$ cat config.mk
export PLATFORM = sky130hd
export DESIGN_NAME = mmc_mode_regs
export DESIGN_NICKNAME = d
export VERILOG_FILES = /design/src/mmc_pkg.sv /design/src/mmc_mode_regs.sv
export SDC_FILE = /design/constraint.sdc
export NUM_CORES = 1
export LEC_CHECK = 0
export CORE_MARGIN = 4
export CORE_UTILIZATION = 66
export CTS_BUF_LIST = sky130_fd_sc_hd__clkbuf_2 sky130_fd_sc_hd__clkbuf_4 sky130_fd_sc_hd__clkbuf_8
export DETAILED_ROUTE_END_ITERATION = 8
export DONT_BUFFER_PORTS = 1
export PLACE_DENSITY = 0.93
export SLEW_MARGIN = 30
export SYNTH_ARGS = -nofsm -noshare
export SYNTH_HDL_FRONTEND = slang
export SYNTH_SLANG_ARGS = --single-unit
$ cat constraint.sdc
create_clock -name clk -period 5.2 [get_ports clk]
set_clock_uncertainty 0.15 [all_clocks]
set_input_delay 0.52 -clock clk [delete_from_list [all_inputs] [get_ports clk]]
set_output_delay 0.52 -clock clk [all_outputs]
set_load 0.01 [all_outputs]
$ cat src/mmc_pkg.sv
`default_nettype none
package mmc_pkg;
   // Register offsets
   localparam logic [15:0] MMC_GENCFG_OFS = 16'he618;
   localparam logic [15:0] MMC_MEASUREMENT_MODE_OFS = 16'he700;
   localparam logic [15:0] MMC_ACCUMULATION_MODE_OFS = 16'he701;
   localparam logic [15:0] MMC_PKSTAT_OFS = 16'he7f0;
   // Reset values
   localparam logic [15:0] MMC_GENCFG_RST = 16'h0000;
   localparam logic [7:0] MMC_MEASUREMENT_MODE_RST = 8'h1c;
   localparam logic [7:0] MMC_ACCUMULATION_MODE_RST = 8'h00;
   // measurement_mode fields
   localparam int MMC_LINE_PERIOD_PHASE_SELECT_LSB = 0;
   localparam int MMC_PEAK_PHASE_SELECT_LSB = 2;
   localparam int MMC_MEASUREMENT_MODE_RSV_LSB = 5;
   localparam logic [7:0] MMC_MEASUREMENT_MODE_WMASK = 8'h1f;
   // accumulation_mode fields
   localparam int MMC_ACTIVE_ENERGY_ACCUM_MODE_LSB = 0;
   localparam logic [7:0] MMC_ACCUMULATION_MODE_WMASK = 8'hff;
   // Period source codes
   localparam logic [1:0] MMC_PER_A = 2'h0;
   localparam logic [1:0] MMC_PER_B = 2'h1;
   localparam logic [1:0] MMC_PER_C = 2'h2;
   // Active accumulation codes
   localparam logic [1:0] MMC_ACC_ABS = 2'h3;
   // Datapath widths
   localparam int MMC_PWR_W = 24;
   localparam int MMC_PKCNT_W = 10;
   typedef enum logic [1:0] {
      MMC_PK_IDLE = 2'b01,
      MMC_PK_RUN = 2'b10
   } mmc_pk_state_t;
endpackage
`default_nettype wire

$ cat src/mmc_mode_regs.sv
// Summary of operation
// - Period source code 00/01/10 picks A/B/C
// - Period code 11 acts as Phase A
// - Bits 2,3,4 enable peak on A,B,C
// - Any peak phase combination runs together
// - Mode bits 7:5 reserved, zero, unused
// - Accumulation code 00 gives signed power
// - Codes 01 and 10 act as signed
// - Code 11 gives absolute power
`timescale 1ns/100ps
`default_nettype none
module mmc_mode_regs
   import mmc_pkg::*;
(
   input wire logic clk,
   input wire logic rstn,
   input wire logic [15:0] reg_addr,
   input wire logic [15:0] reg_wdata,
   input wire logic reg_wr,
   input wire logic reg_rd,
   output logic [15:0] reg_rdata,
   input wire logic zc_a,
   input wire logic zc_b,
   input wire logic zc_c,
   input wire logic [7:0] peak_window_cycles,
   input wire logic peak_start,
   output logic period_zc,
   output logic [1:0] period_phase,
   output logic [2:0] peak_phase_en,
   output logic peak_window_done,
   output logic peak_busy,
   input wire logic [MMC_PWR_W-1:0] active_power,
   input wire logic active_power_vld,
   output logic [MMC_PWR_W:0] accum_power,
   output logic accum_power_vld,
   output logic [15:0] general_configuration
);

   logic [15:0] gencfg_r;
   logic [7:0] measurement_mode_r;
   logic [7:0] accumulation_mode_r;
   logic [15:0] rdata_r;
   logic [15:0] rdata_nxt;
   logic [1:0] line_period_phase_select;
   logic [2:0] peak_phase_select;
   logic [1:0] active_energy_accum_mode;
   logic [1:0] per_eff;
   logic [1:0] zc_inc;
   logic [MMC_PKCNT_W-1:0] pk_cnt_r;
   logic [MMC_PKCNT_W-1:0] pk_cnt_nxt;
   logic [MMC_PKCNT_W-1:0] pk_target_r;
   logic pk_done_r;
   logic per_zc_r;
   logic [1:0] per_phase_r;
   logic [MMC_PWR_W:0] acc_r;
   logic acc_vld_r;
   logic [MMC_PWR_W:0] pwr_ext;
   mmc_pk_state_t pk_state_r;

   // Register writes
   always_ff @(posedge clk or negedge rstn) begin
      if (!rstn) begin
         gencfg_r <= MMC_GENCFG_RST;
      end else if (reg_wr && reg_addr == MMC_GENCFG_OFS) begin
         gencfg_r <= reg_wdata;
      end
   end

   always_ff @(posedge clk or negedge rstn) begin
      if (!rstn) begin
         measurement_mode_r <= MMC_MEASUREMENT_MODE_RST;
      end else if (reg_wr && reg_addr == MMC_MEASUREMENT_MODE_OFS) begin
         measurement_mode_r <= reg_wdata[7:0] & MMC_MEASUREMENT_MODE_WMASK;
      end
   end

   always_ff @(posedge clk or negedge rstn) begin
      if (!rstn) begin
         accumulation_mode_r <= MMC_ACCUMULATION_MODE_RST;
      end else if (reg_wr && reg_addr == MMC_ACCUMULATION_MODE_OFS) begin
         accumulation_mode_r <= reg_wdata[7:0] & MMC_ACCUMULATION_MODE_WMASK;
      end
   end

   // Register write checks
   a_gencfg_write: assert property (@(posedge clk) disable iff (!rstn)
      reg_wr && reg_addr == MMC_GENCFG_OFS |=> general_configuration == $past(reg_wdata)
      ) else $error("general_configuration not updated");
   a_gencfg_hold: assert property (@(posedge clk) disable iff (!rstn)
      !(reg_wr && reg_addr == MMC_GENCFG_OFS) |=> $stable(general_configuration)
      ) else $error("general_configuration changed without write");
   a_accumulation_mode_write: assert property (@(posedge clk) disable iff (!rstn)
      reg_wr && reg_addr == MMC_ACCUMULATION_MODE_OFS |=> accumulation_mode_r == $past(reg_wdata[7:0])
      ) else $error("accumulation_mode not updated");
   a_measurement_mode_hold: assert property (@(posedge clk) disable iff (!rstn)
      !(reg_wr && reg_addr == MMC_MEASUREMENT_MODE_OFS) |=> $stable(measurement_mode_r)
      ) else $error("measurement_mode changed without write");
   a_accumulation_mode_hold: assert property (@(posedge clk) disable iff (!rstn)
      !(reg_wr && reg_addr == MMC_ACCUMULATION_MODE_OFS) |=> $stable(accumulation_mode_r)
      ) else $error("accumulation_mode changed without write");

   // Field views
   assign line_period_phase_select = measurement_mode_r[MMC_LINE_PERIOD_PHASE_SELECT_LSB +: 2];
   assign peak_phase_select = measurement_mode_r[MMC_PEAK_PHASE_SELECT_LSB +: 3];
   assign active_energy_accum_mode = accumulation_mode_r[MMC_ACTIVE_ENERGY_ACCUM_MODE_LSB +: 2];
   assign general_configuration = gencfg_r;

   // Read data, one cycle after the strobe
   always_comb begin
      rdata_nxt = 16'h0000;
      case (reg_addr)
         MMC_GENCFG_OFS: rdata_nxt = gencfg_r;
         MMC_MEASUREMENT_MODE_OFS: rdata_nxt = {8'h00, measurement_mode_r};
         MMC_ACCUMULATION_MODE_OFS: rdata_nxt = {8'h00, accumulation_mode_r};
         MMC_PKSTAT_OFS: rdata_nxt = {peak_busy, 5'h00, pk_cnt_r};
         default: rdata_nxt = 16'h0000;
      endcase
   end

   always_ff @(posedge clk or negedge rstn) begin
      if (!rstn) begin
         rdata_r <= 16'h0000;
      end else if (reg_rd) begin
         rdata_r <= rdata_nxt;
      end else begin
         rdata_r <= 16'h0000;
      end
   end

   assign reg_rdata = rdata_r;

   // Read data checks
   a_rdata_idle: assert property (@(posedge clk) disable iff (!rstn)
      !reg_rd |=> reg_rdata == 16'h0000) else $error("read data not cleared");
   a_measurement_mode_readback: assert property (@(posedge clk) disable iff (!rstn)
      reg_rd && reg_addr == MMC_MEASUREMENT_MODE_OFS |=> reg_rdata == {8'h00, $past(measurement_mode_r)}
      ) else $error("measurement_mode readback mismatch");
   a_pkstat_read: assert property (@(posedge clk) disable iff (!rstn)
      reg_rd && reg_addr == MMC_PKSTAT_OFS
      |=> reg_rdata == {$past(peak_busy), 5'h00, $past(pk_cnt_r)}) else $error("status read");

   // Line period source select
   always_comb begin
      case (line_period_phase_select)
         MMC_PER_B: per_eff = MMC_PER_B;
         MMC_PER_C: per_eff = MMC_PER_C;
         default: per_eff = MMC_PER_A;
      endcase
   end

   always_ff @(posedge clk or negedge rstn) begin
      if (!rstn) begin
         per_zc_r <= 1'b0;
         per_phase_r <= MMC_PER_A;
      end else begin
         per_phase_r <= per_eff;
         case (per_eff)
            MMC_PER_B: per_zc_r <= zc_b;
            MMC_PER_C: per_zc_r <= zc_c;
            default: per_zc_r <= zc_a;
         endcase
      end
   end

   assign period_zc = per_zc_r;
   assign period_phase = per_phase_r;

   // Period source checks
   a_per_phase_a: assert property (@(posedge clk) disable iff (!rstn)
      measurement_mode_r[1:0] == MMC_PER_A |=> period_zc == $past(zc_a) && period_phase == MMC_PER_A
      ) else $error("phase A period");
   a_per_phase_b: assert property (@(posedge clk) disable iff (!rstn)
      measurement_mode_r[1:0] == MMC_PER_B |=> period_zc == $past(zc_b) && period_phase == MMC_PER_B
      ) else $error("phase B period");

   // Peak phase enables and window count
   assign peak_phase_en = peak_phase_select;
   assign zc_inc = 2'({1'b0, zc_a & peak_phase_select[0]})
      + 2'({1'b0, zc_b & peak_phase_select[1]})
      + 2'({1'b0, zc_c & peak_phase_select[2]});
   assign pk_cnt_nxt = pk_cnt_r + MMC_PKCNT_W'(zc_inc);

   always_ff @(posedge clk or negedge rstn) begin
      if (!rstn) begin
         pk_state_r <= MMC_PK_IDLE;
         pk_cnt_r <= '0;
         pk_target_r <= '0;
         pk_done_r <= 1'b0;
      end else begin
         pk_done_r <= 1'b0;
         case (pk_state_r)
            MMC_PK_IDLE: begin
               if (peak_start && peak_window_cycles != 8'h00) begin
                  pk_cnt_r <= '0;
                  pk_target_r <= MMC_PKCNT_W'(peak_window_cycles);
                  pk_state_r <= MMC_PK_RUN;
               end
            end
            MMC_PK_RUN: begin
               if (pk_cnt_nxt >= pk_target_r) begin
                  pk_cnt_r <= '0;
                  pk_done_r <= 1'b1;
                  pk_state_r <= MMC_PK_IDLE;
               end else begin
                  pk_cnt_r <= pk_cnt_nxt;
               end
            end
            default: pk_state_r <= MMC_PK_IDLE;
         endcase
      end
   end

   assign peak_window_done = pk_done_r;
   assign peak_busy = (pk_state_r == MMC_PK_RUN);

   // Peak window checks
   a_pk_start: assert property (@(posedge clk) disable iff (!rstn)
      !peak_busy && peak_start && peak_window_cycles != 8'h00
      |=> peak_busy && pk_cnt_r == 10'h000) else $error("peak window not started");
   a_pk_no_start: assert property (@(posedge clk) disable iff (!rstn)
      !peak_busy && !(peak_start && peak_window_cycles != 8'h00) |=> !peak_busy
      ) else $error("peak window started on its own");
   a_pk_hold: assert property (@(posedge clk) disable iff (!rstn)
      peak_busy && !zc_a && !zc_b && !zc_c |=> peak_busy && pk_cnt_r == $past(pk_cnt_r)
      ) else $error("peak count moved without crossing");
   a_pk_reach: assert property (@(posedge clk) disable iff (!rstn)
      peak_busy && zc_a && zc_b && zc_c && measurement_mode_r[4:2] == 3'h7
      && pk_cnt_r + 10'h003 >= pk_target_r
      |=> peak_window_done && !peak_busy && pk_cnt_r == 10'h000) else $error("window end");
   a_pk_done_idle: assert property (@(posedge clk) disable iff (!rstn)
      peak_window_done |-> !peak_busy) else $error("done while busy");

   // Active power accumulation term
   assign pwr_ext = {active_power[MMC_PWR_W-1], active_power};

   always_ff @(posedge clk or negedge rstn) begin
      if (!rstn) begin
         acc_r <= '0;
         acc_vld_r <= 1'b0;
      end else begin
         acc_vld_r <= active_power_vld;
         if (active_power_vld) begin
            if (active_energy_accum_mode == MMC_ACC_ABS && pwr_ext[MMC_PWR_W]) begin
               acc_r <= (MMC_PWR_W+1)'(-pwr_ext);
            end else begin
               acc_r <= pwr_ext;
            end
         end
      end
   end

   assign accum_power = acc_r;
   assign accum_power_vld = acc_vld_r;

   // Accumulation checks
   a_acc_abs_value: assert property (@(posedge clk) disable iff (!rstn)
      active_power_vld && accumulation_mode_r[1:0] == MMC_ACC_ABS |=> accum_power[MMC_PWR_W-1:0]
      == ($past(active_power[MMC_PWR_W-1]) ? MMC_PWR_W'(-$past(active_power))
      : $past(active_power))) else $error("absolute accumulation value");
   a_acc_vld: assert property (@(posedge clk) disable iff (!rstn)
      active_power_vld |=> accum_power_vld) else $error("accumulation valid missing");
   a_acc_hold: assert property (@(posedge clk) disable iff (!rstn)
      !active_power_vld |=> !accum_power_vld && $stable(accum_power)
      ) else $error("accumulation term not held");

   // Checks
   a_measurement_mode_writeback: assert property (@(posedge clk) disable iff (!rstn)
      reg_wr && reg_addr == MMC_MEASUREMENT_MODE_OFS
      |=> measurement_mode_r == ($past(reg_wdata[7:0]) & MMC_MEASUREMENT_MODE_WMASK)
      ) else $error("measurement_mode not updated");
   a_rsv_zero: assert property (@(posedge clk) disable iff (!rstn)
      measurement_mode_r[7:5] == 3'h0) else $error("reserved mode bits nonzero");
   a_readback: assert property (@(posedge clk) disable iff (!rstn)
      reg_rd && reg_addr == MMC_ACCUMULATION_MODE_OFS && !reg_wr
      |=> reg_rdata == {8'h00, $past(accumulation_mode_r)}) else $error("readback mismatch");
   a_per_reserved: assert property (@(posedge clk) disable iff (!rstn)
      measurement_mode_r[1:0] == 2'h3 |=> period_zc == $past(zc_a) && period_phase == 2'h0
      ) else $error("reserved period code not phase A");
   a_per_phase_c: assert property (@(posedge clk) disable iff (!rstn)
      measurement_mode_r[1:0] == 2'h2 |=> period_zc == $past(zc_c)) else $error("phase C period");
   a_peak_en: assert property (@(posedge clk) disable iff (!rstn)
      peak_phase_en == measurement_mode_r[4:2]) else $error("peak enables wrong");
   a_pk_count3: assert property (@(posedge clk) disable iff (!rstn)
      peak_busy && zc_a && zc_b && zc_c && measurement_mode_r[4:2] == 3'h7
      && pk_cnt_r + 10'h003 < pk_target_r |=> pk_cnt_r == $past(pk_cnt_r) + 10'h003
      ) else $error("peak window count step");
   a_acc_abs: assert property (@(posedge clk) disable iff (!rstn)
      active_power_vld && accumulation_mode_r[1:0] == 2'h3 |=> !accum_power[MMC_PWR_W]
      && accum_power_vld) else $error("absolute accumulation sign");
   a_acc_signed: assert property (@(posedge clk) disable iff (!rstn)
      active_power_vld && accumulation_mode_r[1:0] != 2'h3
      |=> accum_power == {$past(active_power[23]), $past(active_power)}
      ) else $error("signed accumulation value");
   a_pk_done_pulse: assert property (@(posedge clk) disable iff (!rstn)
      peak_window_done |=> !peak_window_done) else $error("done not a pulse");

   c_abs_mode: cover property (@(posedge clk) disable iff (!rstn)
      active_power_vld && accumulation_mode_r[1:0] == 2'h3 && active_power[23]);
   c_peak_all: cover property (@(posedge clk) disable iff (!rstn)
      peak_window_done && measurement_mode_r[4:2] == 3'h7);
   c_per_rsv: cover property (@(posedge clk) disable iff (!rstn)
      measurement_mode_r[1:0] == 2'h3 && zc_a);
   c_wr_rd: cover property (@(posedge clk) disable iff (!rstn)
      reg_wr ##1 reg_rd);
   c_pk_start: cover property (@(posedge clk) disable iff (!rstn)
      peak_start && !peak_busy && peak_window_cycles != 8'h00);

endmodule // mmc_mode_regs
`default_nettype wire

==> results.json <==
{
  "final_util_pct": 72.8,
  "fp-row-count": 30,
  "ant_nets": 0,
  "clock-sinks": 95,
  "tightest_slew_ns": 0.813,
  "synthDistinctLibCells": 55,
  "rr_endpoint": "pk_cnt_r[0]$_DFFE_PN0P_",
  "p_leak_uw": 0.00225,
  "grt_pass1_vias": 3565,
  "yosysSeqAreaShare_pct": 50.6,
  "critPathLaunchType": "flop",
  "ios": 139,
  "worst-setup-path-type": "flop to flop",
  "finalSetupTns_ns": 0,
  "hpwl_mm": 7.93,
  "ys.flop_type": "dfrtp_1",
  "arrival_ns": 4.65,
  "crit_path_end_kind": "flop",
  "outcome": "completed",
  "netlist.area_leader.share_pct": 48.4,
  "min_from": "active_power_vld",
  "vdd_drop_max_uv": 240,
  "rsz0062_at_grt": "no",
  "cts_setup_buffers": 0,
  "portBuffers": 0,
  "start_util_pct": 68.5,
  "drive_above_1_share_pct": 15.7,
  "synth-edff-count": 0,
  "synthToLayoutAreaGrowth_pct": 6.22,
  "yosysTopAreaCell": "dfrtp_1",
  "netlist_area_mm2": 0.00470,
  "track_usage_pct": 26.4,
  "die_y_um": 92.4,
  "setup_violations": 0,
  "clock-root-buffer": "clkbuf_8",
  "syn-num-nets": 526,
  "maxSlewHeadroom_pct": 45.4,
  "total_power_uw": 1310,
  "synth_warnings": 0,
  "clock_path_buffers": 2,
  "timing.fmax_mhz": 221,
  "wl_per_cell_um": 21.1,
  "holdPathStages": 1,
  "nets": 524,
  "maxCapViolCount": 0,
  "synth_cells": 436,
  "r2r_slack_ns": 0.67,
  "vias": 3437,
  "ys_top_cells_by_count": "dfrtp_1, nor2_1, nand2_1, a21oi_1, mux2_2",
  "period_needed_ns": 4.53,
  "core_area_mm2": 0.00687,
  "ys_ff_latch": 95,
  "wl_mm": 11.3,
  "final.period_utilization_pct": 87.1,
  "r2r-start": "measurement_mode_r[2]$_DFFE_PN1P_",
  "hold_violations": 0,
  "drv_slew": 0,
  "placed_cells": 516,
  "htreeDepth": 3,
  "clkLatencyLatePin_ns": 0.36,
  "avgSynthCellArea_um2": 10.8,
  "grt_overflow": 0,
  "gp_congestion": 0.859,
  "drt_iter0_markers": 183,
  "p_per_area_mw_per_mm2": 263,
  "whs_endpoint": "accum_power[10]$_DFFE_PN0P_",
  "grt_max_degree": 96,
  "antenna_found_initial": 0,
  "hold_path_class": "input port to flop",
  "drc": 0,
  "ys_async_sr_fraction_pct": 100,
  "fin_cells": 536,
  "die_x_um": 92.4,
  "dr.pass1.iters": 5,
  "path_max_fanout": 5,
  "fp.dieArea_mm2": 0.00854,
  "cts_tree": "done",
  "vias_per_cell": 6.41,
  "numCtsBuffers": 9,
  "yosys-top-cells-area": "dfrtp_1, mux2_2, ha_1",
  "clk_pin_slew_worst_paths_ns": 0.10,
  "grt_pass1_wl_mm": 17.8,
  "cp.required_ns": 5.32,
  "yosysMostFrequentCell": "dfrtp_1",
  "worstRegToRegCells": 15
}
==> cell families (layout without fill, tap and decap cells) <==
logic type | count (synthesis) | after routing | synth area share (%)
and+or+nand+nor | 138 | 138 | 16.1
other | 0 | 1 | 0
buffers and inverters | 40 | 43 | 3.70
AOI/OAI and AO/OA | 89 | 89 | 12.5
DFF | 95 | 95 | 50.6
muxes | 31 | 31 | 7.42
adders and majority gates | 17 | 17 | 4.84
xor gates and xnor gates | 26 | 26 | 4.84
==> how the worst max path moves through the flow <==
stage | from | endpoint | slack (ns) | depth (start not counted)
floorplan | measurement_mode_r[2]$_DFFE_PN1P_ | pk_cnt_r[4]$_DFFE_PN0P_ | 1.45 | 15
global placement | measurement_mode_r[2]$_DFFE_PN1P_ | pk_cnt_r[7]$_DFFE_PN0P_ | 1.12 | 15
detailed placement | measurement_mode_r[2]$_DFFE_PN1P_ | pk_cnt_r[7]$_DFFE_PN0P_ | 0.79 | 15
CTS | measurement_mode_r[2]$_DFFE_PN1P_ | pk_cnt_r[0]$_DFFE_PN0P_ | 0.72 | 15
global route | measurement_mode_r[2]$_DFFE_PN1P_ | pk_cnt_r[0]$_DFFE_PN0P_ | 0.41 | 15
finish | measurement_mode_r[2]$_DFFE_PN1P_ | pk_cnt_r[0]$_DFFE_PN0P_ | 0.67 | 15
==> power by group <==
group | internal (uW) | switching, uW | total [uW]
clock | 189 | 290 | 479
sequential | 757 | 22.9 | 780
combinational | 22.9 | 30.6 | 53.5
==> registers in the layout (all words and copies together), names as in the netlist, 2 cells and up <==
name and count:
general_configuration 16, period_phase 2, measurement_mode_r 5, pk_state_r 2
accumulation_mode_r 8, accum_power 25, pk_target_r 8, pk_cnt_r 10
reg_rdata 16
==> through the flow <==
step / hold slack [ns] / instance area, um^2 / worst slack (ns)
6_report: 0.0866 / 5000 / 0.670
5_1_grt: 0.0494 / 4990 / 0.415
4_1_cts: 0.0124 / 4980 / 0.716
3_5_place_dp: 0.0765 / 4740 / 0.789
3_3_place_gp: 0.0765 / 4740 / 1.12
2_1_floorplan: 0.0744 / 4700 / 1.45
==> metal layers <==
| layer | vias up | GRT usage, % | routed length [um] |
|---|---|---|---|
| li1 | 1541 | - | - |
| met1 | 1703 | 31.6 | 4180 |
| met2 | 164 | 44.7 | 5810 |
| met3 | 29 | 8.69 | 1080 |
| met4 | 0 | 9.28 | 253 |
| met5 | - | 0 | 0 |
==> cell usage in the layout (no fill, tap or decap), types with 2 or more instances in the layout <==
cell,count
a21oi_1,33
and4_1,2
o31ai_1,2
dfstp_2,4
inv_6,4
nand4_1,7
o21ai_0,15
nor4_2,2
ha_1,15
nor3_1,5
o211ai_1,3
inv_1,23
a22oi_1,5
a222oi_1,8
clkbuf_8,9
a31oi_1,6
nor2_1,40
o41ai_1,2
fa_1,2
nand2_4,2
nand2_1,34
xnor2_1,18
a21o_1,3
dfrtp_1,91
a22o_1,3
xor2_1,8
nor4_1,4
nand3_1,8
and2_1,6
dlygate4sd3_1,2
mux2_2,31
nand2b_1,3
and3_1,7
nor2b_1,7
==> worst max-delay path, stage by stage (launching register included) <==
cell and delay, ns:
dfstp_2 0.61, nand2_1 0.10, fa_1 0.45, inv_1 0.07, ha_1 0.20, inv_1 0.06
fa_1 0.44, nor2b_1 0.28, nand4_1 0.17, xnor2_1 0.27, ha_1 0.33, nand4_1 0.11
o211ai_1 0.15, a2111oi_2 0.62, nand2_1 0.24, o21ai_0 0.21
==> timing repair <==
action / 4_1_cts / 5_1_grt
hold buffers: 2 / 1
hold endpoints to repair: 95 / 1
resized for setup: 0 / 0
==> cell type report <==
type                       count  area [um^2]
fill                         461         1870
inverter                      23         86.3
antenna                        1         2.50
sequential                    95         2380
tap                           96          120
clock inverter                 7         71.3
clock buffer                   9          124
timing repair buffer           4         55.1
multi-input combinational    301         2160
Note: power is estimated with default switching activity, not from simulation.
